### src/core/aefu_pkg.sv
// Package for the access error frame unit: frame layout, field positions, codes.
// Assumes a single core clock domain and a classic Wishbone register port.
package aefu_pkg;

  // ==========================================================================
  // Frame geometry
  localparam int unsigned AEFU_FRAME_WORDS  = 30;
  localparam int unsigned AEFU_FRAME_BYTES  = 60;
  localparam int unsigned AEFU_SHORT_BYTES  = 12;
  localparam logic [3:0]  AEFU_FMT_ACCESS   = 4'h7;
  localparam logic [3:0]  AEFU_FMT_SHORT    = 4'h2;
  localparam logic [3:0]  AEFU_FMT_NORMAL   = 4'h0;

  // ==========================================================================
  // Status halfword bit positions
  localparam int unsigned AEFU_SSW_CT   = 13;
  localparam int unsigned AEFU_SSW_CM   = 12;
  localparam int unsigned AEFU_SSW_MIS  = 11;
  localparam int unsigned AEFU_SSW_PRIV = 10;
  localparam int unsigned AEFU_SSW_LOCK = 9;
  localparam int unsigned AEFU_SSW_RD   = 8;
  localparam int unsigned AEFU_SSW_SZ   = 5;
  localparam int unsigned AEFU_SSW_KIND = 3;
  localparam int unsigned AEFU_SSW_MOD  = 0;

  // Write-back status layout: valid bit 7, size 6:5, kind 4:3, modifier 2:0.
  localparam int unsigned AEFU_WBS_V = 7;

  // Modifier, kind and size codes.
  localparam logic [2:0] AEFU_TM_PUSH  = 3'h0;
  localparam logic [2:0] AEFU_TM_UDATA = 3'h1;
  localparam logic [2:0] AEFU_TM_UCODE = 3'h2;
  localparam logic [2:0] AEFU_TM_SDATA = 3'h5;
  localparam logic [2:0] AEFU_TM_SCODE = 3'h6;
  localparam logic [1:0] AEFU_TT_NORM  = 2'h0;
  localparam logic [1:0] AEFU_TT_LINE  = 2'h1;
  localparam logic [1:0] AEFU_SZ_LONG  = 2'h0;
  localparam logic [1:0] AEFU_SZ_BYTE  = 2'h1;
  localparam logic [1:0] AEFU_SZ_WORD  = 2'h2;
  localparam logic [1:0] AEFU_SZ_LINE  = 2'h3;

  // ==========================================================================
  // Register offsets (byte addresses)
  localparam logic [7:0] AEFU_R_CTRL   = 8'h00;
  localparam logic [7:0] AEFU_R_STAT   = 8'h04;
  localparam logic [7:0] AEFU_R_SSW    = 8'h08;
  localparam logic [7:0] AEFU_R_ELOC   = 8'h0c;
  localparam logic [7:0] AEFU_R_WBS    = 8'h10;
  localparam logic [7:0] AEFU_R_RSSW   = 8'h14;
  localparam logic [7:0] AEFU_R_RFMT   = 8'h18;
  localparam logic [7:0] AEFU_R_RES    = 8'h1c;
  localparam logic [7:0] AEFU_R_SLOTA  = 8'h20;  // 0x20..0x34: wb3a,writeback_three_payload,wb2a,writeback_two_payload,wb1a,writeback_one_payload
  localparam logic [7:0] AEFU_R_PUSH   = 8'h38;  // 0x38..0x44: push image 0..3
  localparam logic [31:0] AEFU_UNMAPPED = 32'h0000_0000;

  // Return outcomes reported in the status register.
  typedef enum logic [2:0] {
    AEFU_RET_NONE,
    AEFU_RET_RESUME,
    AEFU_RET_MMOVE,
    AEFU_RET_PEND,
    AEFU_RET_FMTX,
    AEFU_RET_NEST,
    AEFU_RET_MULTI
  } aefu_ret_t;

  // Faulted transfer attributes as seen by the unit.
  typedef struct packed {
    logic        priv_fault;   // Access window violation, else bus error.
    logic        locked;
    logic        read;
    logic        misaligned;
    logic        line_fill;    // Fill from read miss.
    logic        push;         // Cache line push.
    logic        block_move;   // Line block move write.
    logic        ifetch;
    logic        supervisor;
    logic        pc_rel;       // PC-relative or alternate move to code space.
    logic [1:0]  size;
    logic [1:0]  orig_size;
    logic [1:0]  kind;
    logic [2:0]  modifier;
    logic [31:0] first_addr;
    logic [31:0] addr;
    logic        trace_pend;
    logic        mmove;
  } aefu_fault_t;

  // One pending write-back slot.
  typedef struct packed {
    logic        valid;
    logic [1:0]  size;
    logic [1:0]  kind;
    logic [2:0]  modifier;
    logic [31:0] addr;
    logic [31:0] data;
  } aefu_wb_t;

endpackage

### src/core/aefu_align.sv
// Write-back data aligner: register aligned or memory lane aligned.
// Assumes data arrives register aligned in the low bits.
module aefu_align
  import aefu_pkg::*;
(
  // Data in
  input  wire logic [31:0] reg_data,
  input  wire logic [1:0]  size,
  input  wire logic [1:0]  low_addr,
  input  wire logic        mem_mode,
  // Data out
  output logic [31:0]      out_data
);

  logic [31:0] masked;
  logic [5:0]  rot;

  // Mask to the size; memory mode rotates left so byte 0 lands on its lane.
  always_comb
  begin
    case (size)
      AEFU_SZ_BYTE: masked = {24'h000000, reg_data[7:0]};
      AEFU_SZ_WORD: masked = {16'h0000, reg_data[15:0]};
      default:      masked = reg_data;
    endcase
    case (size)
      AEFU_SZ_BYTE: rot = 6'd24;
      AEFU_SZ_WORD: rot = 6'd16;
      default:      rot = 6'd0;
    endcase
    rot = rot - {1'b0, low_addr, 3'b000};
    if (mem_mode)
      out_data = (masked << rot[4:0]) | (masked >> (6'd32 - {1'b0, rot[4:0]}));
    else
      out_data = masked;
  end

endmodule

### src/core/aefu_retchk.sv
// Return-from-exception frame check: decodes format and continuation bits.
// Assumes the saved halfword and format code are already read from the stack.
module aefu_retchk
  import aefu_pkg::*;
(
  // Frame contents
  input  wire logic [15:0] special_status_halfword,
  input  wire logic [3:0]  fmt,
  input  wire logic [3:0]  cont_extra,
  // Decision
  output aefu_ret_t        outcome
);

  logic [4:0] cont;
  logic [2:0] ones;

  // Count continuation bits; a lone one selects the continuation path.
  always_comb
  begin
    cont = {special_status_halfword[AEFU_SSW_CT], special_status_halfword[AEFU_SSW_CM], cont_extra[1:0], 1'b0};
    ones = 3'(cont[4]) + 3'(cont[3]) + 3'(cont[2]) + 3'(cont[1]);
    if (fmt != AEFU_FMT_ACCESS)
      outcome = AEFU_RET_FMTX;
    else if (ones > 3'd1)
      outcome = AEFU_RET_MULTI;
    else if (special_status_halfword[AEFU_SSW_CM])
      outcome = AEFU_RET_MMOVE;
    else if (ones == 3'd1)
      outcome = AEFU_RET_PEND;
    else
      outcome = AEFU_RET_RESUME;
  end

endmodule

### src/core/aefu_core.sv
// Access error frame unit: captures faulted access state into frame fields
// and checks frames on return from exception.
// Assumes one core clock, classic Wishbone register port, fault inputs valid
// for the cycle of their strobe.
module aefu_core
  import aefu_pkg::*;
(
  // Clock and reset
  input  wire logic              sys_clk,
  input  wire logic              rst,
  input  wire logic              clk_en,
  // Fault capture
  input  wire logic              fault_stb,
  input  wire logic              addr_err_stb,
  input  wire aefu_pkg::aefu_fault_t fault,
  input  wire aefu_pkg::aefu_wb_t    wb3_in,
  input  wire aefu_pkg::aefu_wb_t    wb2_in,
  input  wire aefu_pkg::aefu_wb_t    wb1_in,
  input  wire logic [127:0]      push_in,
  input  wire logic [31:0]       sp_in,
  // Return check
  input  wire logic              ret_stb,
  input  wire logic              ret_nested_fault,
  // Frame status outputs
  output logic                   frame_done,
  output logic [31:0]            sp_out,
  output logic                   short_frame,
  output logic                   restart_mmove,
  output logic                   take_pending,
  output logic                   format_exc,
  // Wishbone slave
  input  wire logic              wb_cyc_i,
  input  wire logic              wb_stb_i,
  input  wire logic              wb_we_i,
  input  wire logic [7:0]        wb_adr_i,
  input  wire logic [3:0]        wb_sel_i,
  input  wire logic [31:0]       wb_dat_i,
  output logic [31:0]            wb_dat_o,
  output logic                   wb_ack_o
);

  // ==========================================================================
  // Storage
  logic [15:0]  ssw_reg;
  logic [31:0]  eloc_reg;
  logic [7:0]   wbs_reg [3];
  logic [31:0]  wba_reg [3];
  logic [31:0]  wbd_reg [3];
  logic [31:0]  push_reg [4];
  logic [31:0]  eff_reg;
  logic [15:0]  rssw_reg;
  logic [7:0]   rfmt_reg;
  logic [1:0]   cext_reg;
  logic         enable_reg;
  aefu_ret_t    res_reg;
  logic [31:0]  wbd_next [3];
  aefu_ret_t    outcome;
  logic         bus_req;

  // Pack one write-back status byte.
  function automatic logic [7:0] aefu_wbs(input aefu_wb_t w);
    aefu_wbs = {w.valid, w.size, w.kind, w.modifier};
  endfunction

  // ==========================================================================
  // Alignment of write-back payloads
  aefu_align u_al3 (
    .reg_data (wb3_in.data),
    .size     (wb3_in.size),
    .low_addr (wb3_in.addr[1:0]),
    .mem_mode (1'b0),
    .out_data (wbd_next[0])
  );

  aefu_align u_al2 (
    .reg_data (wb2_in.data),
    .size     (wb2_in.size),
    .low_addr (wb2_in.addr[1:0]),
    .mem_mode (1'b0),
    .out_data (wbd_next[1])
  );

  aefu_align u_al1 (
    .reg_data (wb1_in.data),
    .size     (wb1_in.size),
    .low_addr (wb1_in.addr[1:0]),
    .mem_mode (1'b1),
    .out_data (wbd_next[2])
  );

  aefu_retchk u_ret (
    .special_status_halfword        (rssw_reg),
    .fmt        (rfmt_reg[7:4]),
    .cont_extra ({2'b00, cext_reg}),
    .outcome    (outcome)
  );

  // ==========================================================================
  // Status halfword capture
  always_ff @(posedge sys_clk or posedge rst)
  begin
    if (rst)
      ssw_reg <= 16'h0000;
    else if (clk_en && enable_reg && fault_stb)
    begin
      ssw_reg <= 16'h0000;
      ssw_reg[AEFU_SSW_PRIV] <= fault.priv_fault;
      ssw_reg[AEFU_SSW_LOCK] <= fault.locked;
      ssw_reg[AEFU_SSW_RD]   <= fault.read;
      ssw_reg[AEFU_SSW_MIS]  <= fault.misaligned & fault.priv_fault;
      ssw_reg[AEFU_SSW_CT]   <= fault.trace_pend & ~fault.mmove;
      ssw_reg[AEFU_SSW_CM]   <= fault.mmove;
      if (fault.push)
        ssw_reg[AEFU_SSW_SZ +: 2] <= (fault.size == AEFU_SZ_LINE) ? AEFU_SZ_LINE
                                                                 : AEFU_SZ_LONG;
      else if (fault.line_fill)
        ssw_reg[AEFU_SSW_SZ +: 2] <= fault.orig_size;
      else
        ssw_reg[AEFU_SSW_SZ +: 2] <= fault.size;
      if (fault.push)
      begin
        ssw_reg[AEFU_SSW_KIND +: 2] <= AEFU_TT_NORM;
        ssw_reg[AEFU_SSW_MOD +: 3]  <= AEFU_TM_PUSH;
      end
      else if (fault.ifetch)
      begin
        ssw_reg[AEFU_SSW_KIND +: 2] <= fault.kind;
        ssw_reg[AEFU_SSW_MOD +: 3]  <= fault.supervisor ? AEFU_TM_SCODE
                                                        : AEFU_TM_UCODE;
      end
      else if (fault.pc_rel)
      begin
        ssw_reg[AEFU_SSW_KIND +: 2] <= fault.kind;
        ssw_reg[AEFU_SSW_MOD +: 3]  <= fault.supervisor ? AEFU_TM_SDATA
                                                        : AEFU_TM_UDATA;
      end
      else if (fault.read)
      begin
        ssw_reg[AEFU_SSW_KIND +: 2] <= AEFU_TT_NORM;
        ssw_reg[AEFU_SSW_MOD +: 3]  <= fault.modifier;
      end
      else
      begin
        ssw_reg[AEFU_SSW_KIND +: 2] <= fault.kind;
        ssw_reg[AEFU_SSW_MOD +: 3]  <= fault.modifier;
      end
    end
  end

  // Error location: first byte for misaligned, referenced address otherwise; an address error stores it with bit 0 cleared.
  always_ff @(posedge sys_clk or posedge rst)
  begin
    if (rst)
      eloc_reg <= 32'h0000_0000;
    else if (clk_en && enable_reg && fault_stb)
      eloc_reg <= fault.misaligned ? fault.first_addr : fault.addr;
    else if (clk_en && enable_reg && addr_err_stb)
      eloc_reg <= {fault.addr[31:1], 1'b0};
  end

  // ==========================================================================
  // Write-back slots: index 0 is slot three, 1 slot two, 2 slot one.
  genvar gi;
  generate
    for (gi = 0; gi < 3; gi++)
    begin : g_slot
      always_ff @(posedge sys_clk or posedge rst)
      begin
        if (rst)
        begin
          wbs_reg[gi] <= 8'h00;
          wba_reg[gi] <= 32'h0000_0000;
          wbd_reg[gi] <= 32'h0000_0000;
        end
        else if (clk_en && enable_reg && fault_stb)
        begin
          wba_reg[gi] <= (gi == 0) ? wb3_in.addr : (gi == 1) ? wb2_in.addr
                                                            : wb1_in.addr;
          wbd_reg[gi] <= wbd_next[gi];
          if (fault.ifetch)
            wbs_reg[gi] <= 8'h00;
          else if (gi == 0)
            wbs_reg[gi] <= aefu_wbs(wb3_in);
          else if (gi == 1)
            wbs_reg[gi] <= fault.read ? 8'h00 : aefu_wbs(wb2_in);
          else if (fault.read || fault.push || fault.block_move)
            wbs_reg[gi] <= 8'h00;
          else
            wbs_reg[gi] <= aefu_wbs(wb1_in);
        end
      end
    end
  endgenerate

  // Push image words kept as they come from the line, already memory aligned.
  always_ff @(posedge sys_clk or posedge rst)
  begin
    if (rst)
      push_reg <= '{default: 32'h0000_0000};
    else if (clk_en && enable_reg && fault_stb)
      for (int i = 0; i < 4; i++)
        push_reg[i] <= push_in[32*i +: 32];
  end

  // Frame pointer and done pulse: frame grows downward on creation.
  always_ff @(posedge sys_clk or posedge rst)
  begin
    if (rst)
    begin
      sp_out      <= 32'h0000_0000;
      frame_done  <= 1'b0;
      short_frame <= 1'b0;
    end
    else if (clk_en)
    begin
      frame_done <= 1'b0;
      if (enable_reg && fault_stb)
      begin
        sp_out      <= sp_in - AEFU_FRAME_BYTES;
        frame_done  <= 1'b1;
        short_frame <= 1'b0;
      end
      else if (enable_reg && addr_err_stb)
      begin
        sp_out      <= sp_in - AEFU_SHORT_BYTES;
        frame_done  <= 1'b1;
        short_frame <= 1'b1;
      end
      else if (ret_stb && (outcome == AEFU_RET_FMTX || ret_nested_fault))
        sp_out <= sp_in - AEFU_FRAME_BYTES;
      else if (ret_stb && outcome != AEFU_RET_MULTI)
        sp_out <= sp_in + AEFU_FRAME_BYTES;
    end
  end

  // Return decision flags, one-cycle pulses after each return request.
  always_ff @(posedge sys_clk or posedge rst)
  begin
    if (rst)
    begin
      restart_mmove <= 1'b0;
      take_pending  <= 1'b0;
      format_exc    <= 1'b0;
      res_reg       <= AEFU_RET_NONE;
      eff_reg       <= 32'h0000_0000;
    end
    else if (clk_en)
    begin
      restart_mmove <= ret_stb && !ret_nested_fault && outcome == AEFU_RET_MMOVE;
      take_pending  <= ret_stb && !ret_nested_fault && outcome == AEFU_RET_PEND;
      format_exc    <= ret_stb && outcome == AEFU_RET_FMTX;
      if (ret_stb)
        res_reg <= ret_nested_fault ? AEFU_RET_NEST : outcome;
      if (enable_reg && fault_stb)
        eff_reg <= fault.first_addr;
    end
  end

  // ==========================================================================
  // Wishbone slave: one wait state, ack dropped after one cycle.
  assign bus_req = wb_cyc_i && wb_stb_i && !wb_ack_o;

  always_ff @(posedge sys_clk or posedge rst)
  begin
    if (rst)
    begin
      wb_ack_o   <= 1'b0;
      wb_dat_o   <= 32'h0000_0000;
      enable_reg <= 1'b1;
      rssw_reg   <= 16'h0000;
      rfmt_reg   <= 8'h00;
      cext_reg   <= 2'b00;
    end
    else if (clk_en)
    begin
      wb_ack_o <= bus_req;
      if (bus_req && wb_we_i)
      begin
        case (wb_adr_i)
          AEFU_R_CTRL:
            if (wb_sel_i[0])
            begin
              enable_reg <= wb_dat_i[0];
              cext_reg   <= wb_dat_i[2:1];
            end
          AEFU_R_RSSW:
          begin
            if (wb_sel_i[0])
              rssw_reg[7:0] <= wb_dat_i[7:0];
            if (wb_sel_i[1])
              rssw_reg[15:8] <= wb_dat_i[15:8];
          end
          AEFU_R_RFMT:
            if (wb_sel_i[0])
              rfmt_reg <= wb_dat_i[7:0];
          default: ;
        endcase
      end
      if (bus_req && !wb_we_i)
      begin
        case (wb_adr_i)
          AEFU_R_CTRL:  wb_dat_o <= {29'h0, cext_reg, enable_reg};
          AEFU_R_STAT:  wb_dat_o <= {29'h0, res_reg};
          AEFU_R_SSW:   wb_dat_o <= {16'h0000, ssw_reg};
          AEFU_R_ELOC:  wb_dat_o <= eloc_reg;
          AEFU_R_WBS:   wb_dat_o <= {8'h00, wbs_reg[2], wbs_reg[1], wbs_reg[0]};
          AEFU_R_RSSW:  wb_dat_o <= {16'h0000, rssw_reg};
          AEFU_R_RFMT:  wb_dat_o <= {24'h000000, rfmt_reg};
          AEFU_R_RES:   wb_dat_o <= eff_reg;
          8'h20:        wb_dat_o <= wba_reg[0];
          8'h24:        wb_dat_o <= wbd_reg[0];
          8'h28:        wb_dat_o <= wba_reg[1];
          8'h2c:        wb_dat_o <= wbd_reg[1];
          8'h30:        wb_dat_o <= wba_reg[2];
          8'h34:        wb_dat_o <= wbd_reg[2];
          8'h38:        wb_dat_o <= push_reg[0];
          8'h3c:        wb_dat_o <= push_reg[1];
          8'h40:        wb_dat_o <= push_reg[2];
          8'h44:        wb_dat_o <= push_reg[3];
          default:      wb_dat_o <= AEFU_UNMAPPED;
        endcase
      end
    end
  end

endmodule

### config.mk
export PLATFORM = sky130hd
export DESIGN_NAME = aefu_core
export DESIGN_NICKNAME = d
export VERILOG_FILES = /design/src/core/aefu_pkg.sv /design/src/core/aefu_align.sv /design/src/core/aefu_retchk.sv /design/src/core/aefu_core.sv
export SDC_FILE = /design/constraint.sdc
export NUM_CORES = 2
export LEC_CHECK = 0
export BUFFER_PORTS_ARGS = -buffer_cell sky130_fd_sc_hd__buf_4
export CORE_MARGIN = 3
export CORE_UTILIZATION = 50
export DETAILED_ROUTE_END_ITERATION = 10
export GPL_TIMING_DRIVEN = 1
export PLACE_DENSITY = 0.73
export RECOVER_POWER = 25
export SYNTH_ARGS = -nofsm -noshare
export SYNTH_HDL_FRONTEND = slang
export SYNTH_HIERARCHICAL = 1
export SYNTH_SLANG_ARGS = --single-unit
### constraint.sdc
create_clock -name sys_clk -period 21.3 [get_ports sys_clk]
set_clock_uncertainty 0.15 [all_clocks]
set_input_delay 3.195 -clock sys_clk [delete_from_list [all_inputs] [get_ports sys_clk]]
set_output_delay 3.195 -clock sys_clk [all_outputs]
set_load 0.005 [all_outputs]
==> flow_summary.ini <==
[outcome]
status = complete, but fails checks
violations = capacitance limit, slew limit

[flow_run]
drv_cap = 3

[yosys]
yosysMostFrequentCell = nand2_1
synthTopCellsByArea = dfrtp_1 (42%), nand2_1 (16%), mux2_2 (4.1%)
muxShareOfSynthArea_pct = 7.896
yosysTopAreaCellShare_pct = 42.11
syn_inst = 3749
synth_edf_count = 0
synth_xor_area_share_pct = 1.494
synthSimpleGateAreaFrac_pct = 25.00
ys_seq_elements = 521
synth_top_family_by_area = simple AND/OR/NAND/NOR gates
synth_cell_type_count = 100
synth_area_per_cell_um2 = 8.242
synth_common_cells = nand2_1 (1290), dfrtp_1 (520), clkbuf_1 (184)
synth_fa_ha_area_share_pct = 0.6641
yosys_most_used_dff = dfrtp_1
synthArstFlopShare_pct = 100.0
netlist_area_um2 = 30900
ys_seq_area_share_pct = 42.20
synth_compound_area_share_pct = 18.14
yosys_warnings = 6
synth_area_leader_cell = dfrtp_1

[timing]
tns_ns = 0
period_needed_ns = 7.904
slew_headroom_pct = -216.7
setup_viol_count_final = 0
final_max_slew_viol_count = 182
worst_pin_slew_ns = 4.724
hold_violations = 0
rsz0062_at_grt = no
timing.final.ws_setup_ns = 13.40
fin_crit_sh_pct = 37.11
max_clock_freq_ghz = 0.1265

[die]
die_area_um2 = 64820
die_h_um = 254.6
num_rows = 90
core_area_um2 = 60700
die_w_um = 254.6
io_pins = 585
initial_core_util_pct = 50.91

[worst_hold_path]
hold_path.class = reg -> reg

[clock_tree]
clk-insertion-delay-late_ns = 0.66
cts_root_buffer = clkbuf_16
htreeDepth = 2
cts_resized = 0
cts_buffers = 57
cts_tree = yes
ctsHoldBuffers = 0
clock_sinks = 521
cts_buffer_depth = 3
postCtsSetupBuffers = 0
clk_pin_slew_ns = 0.06

[route]
wl_per_cell_um = 27.14
firstDrtPassIters = 10
antenna_left = 0
first_iter_violations = 4173
viasPerCell = 6.353
wirelength_um = 135000
route.detailed.drc = 0
num_vias = 31590

[finish]
area_delta_synth_final_pct = 21.09
layout.nets = 4664
largest_reg_flops = 128
drive_gt1_share_pct = 21.66
num-fill-cells = 5371

[setup_path]
cp_slowest_cell = clkinvlp_2
worstPathCellList = clkbuf_4 -> clkinvlp_2 -> buf_12 -> buf_4 -> buf_4
crit_path_frequent_cell = buf_4
cp_max_fo = 157
critPathLaunchType = primary input
cpPeakStageDelay_ns = 2.59
cp_data_arrival_time_ns = 8.40
crit_path_end_kind = async pin
path_class = in -> async
worstPathRequired_ns = 21.79

[global_route]
grt-ovfl-total = 0
grt_start_max_net_pins = 198
grt_usage_pct = 40.20
grt_pass1_vias = 29210
antenna_found_initial = 14
grt_pass1_wl_um = 192600

[placement]
gp_congestion = 1.018
place.detailed.hpwl_um = 99330
place.port_buffers = 566
dp_slack_ns = 14.10

[pwr]
irDropWorstVdd_v = 0.00006238
leakage_nw = 18.38
power_density_nw_per_um2 = 69.15
[placed cells by master (no fill, tap or decap), drive strengths merged, types with 87 or more instances in the layout]
cell / instances
nand3: 93
mux2: 112
clkbuf: 87
nor2: 151
o21ai: 109
a21oi: 186
mux2i: 102
nand2: 1290
a22oi: 96
buf: 614
dfrtp: 520
[through the flow]
step	hold slack, ns	utilization [%]	power [mW]	area, µm²	cells
global placement	0.2998	58.34	1.525	35410	4857
finish	0.3192	61.65	2.587	37420	4973
floorplan	0.2831	-	1.305	30910	3753
CTS	0.3203	61.65	2.572	37420	4964
global route	0.3357	61.65	2.659	37420	4973
detailed placement	0.3062	58.34	1.528	35410	4857
[final cells by class]
cell class                 instances  area, µm²  area share [%]
multi-input combinational       2898      16570           44.29
tap                              782      978.4           2.615
timing repair buffer             619       4657           12.45
sequential                       521      13040           34.85
clock buffer                      82       1680           4.491
antenna                            9      22.52         0.06019
inverter                          37      140.1          0.3745
clock inverter                    25      327.8          0.8761
[power by group]
| part | leakage, nW | switching [mW] | internal [mW] |
|---|---|---|---|
| Sequential | 7.13 | 0.0246 | 1.02 |
| Clock | 0.985 | 0.446 | 0.613 |
| Combinational | 10.3 | 0.281 | 0.199 |
| Total | 18.4 | 0.751 | 1.84 |
[critical path: cells and delay by family]
family	cells	cell delay [ns]
buffers and inverters	5	4.93
[path summary, 6_finish.rpt]
path	startpoint	to	slack [ns]	depth (start not counted)
setup / recovery	rst	wb_dat_o[16]	13.40	5
hold / removal	wbs_reg[13]	wbs_reg[13]	0.32	2
setup reg to reg	rssw_reg[12]	sp_out[31]	16.43	13
hold reg to reg	wbs_reg[13]	wbs_reg[13]	0.32	2
max in group sys_clk	clk_en	wbd_reg[22]	14.21	6
min in group asynchronous	rst	push_reg[108]	3.82	2
[kinds of logic (layout without fill, tap and decap cells)]
family / after synthesis / count (layout)
compound gates: 813 / 813
xor+xnor: 45 / 45
fa+ha+maj: 16 / 16
buf+inv: 334 / 763
flops: 521 / 521
mux: 221 / 221
other cells: 2 / 15
simple gates: 1797 / 1797
[metal layers]
metal	global-route usage (%)	vias up	wire length [µm]
met4	24.34	10	9840
li1	-	13870	-
met3	12.65	430	17050
met1	53.15	15200	51200
met5	1.172	-	169
met2	57.66	2083	56720
No activity file was read; power rests on OpenSTA's default activity.
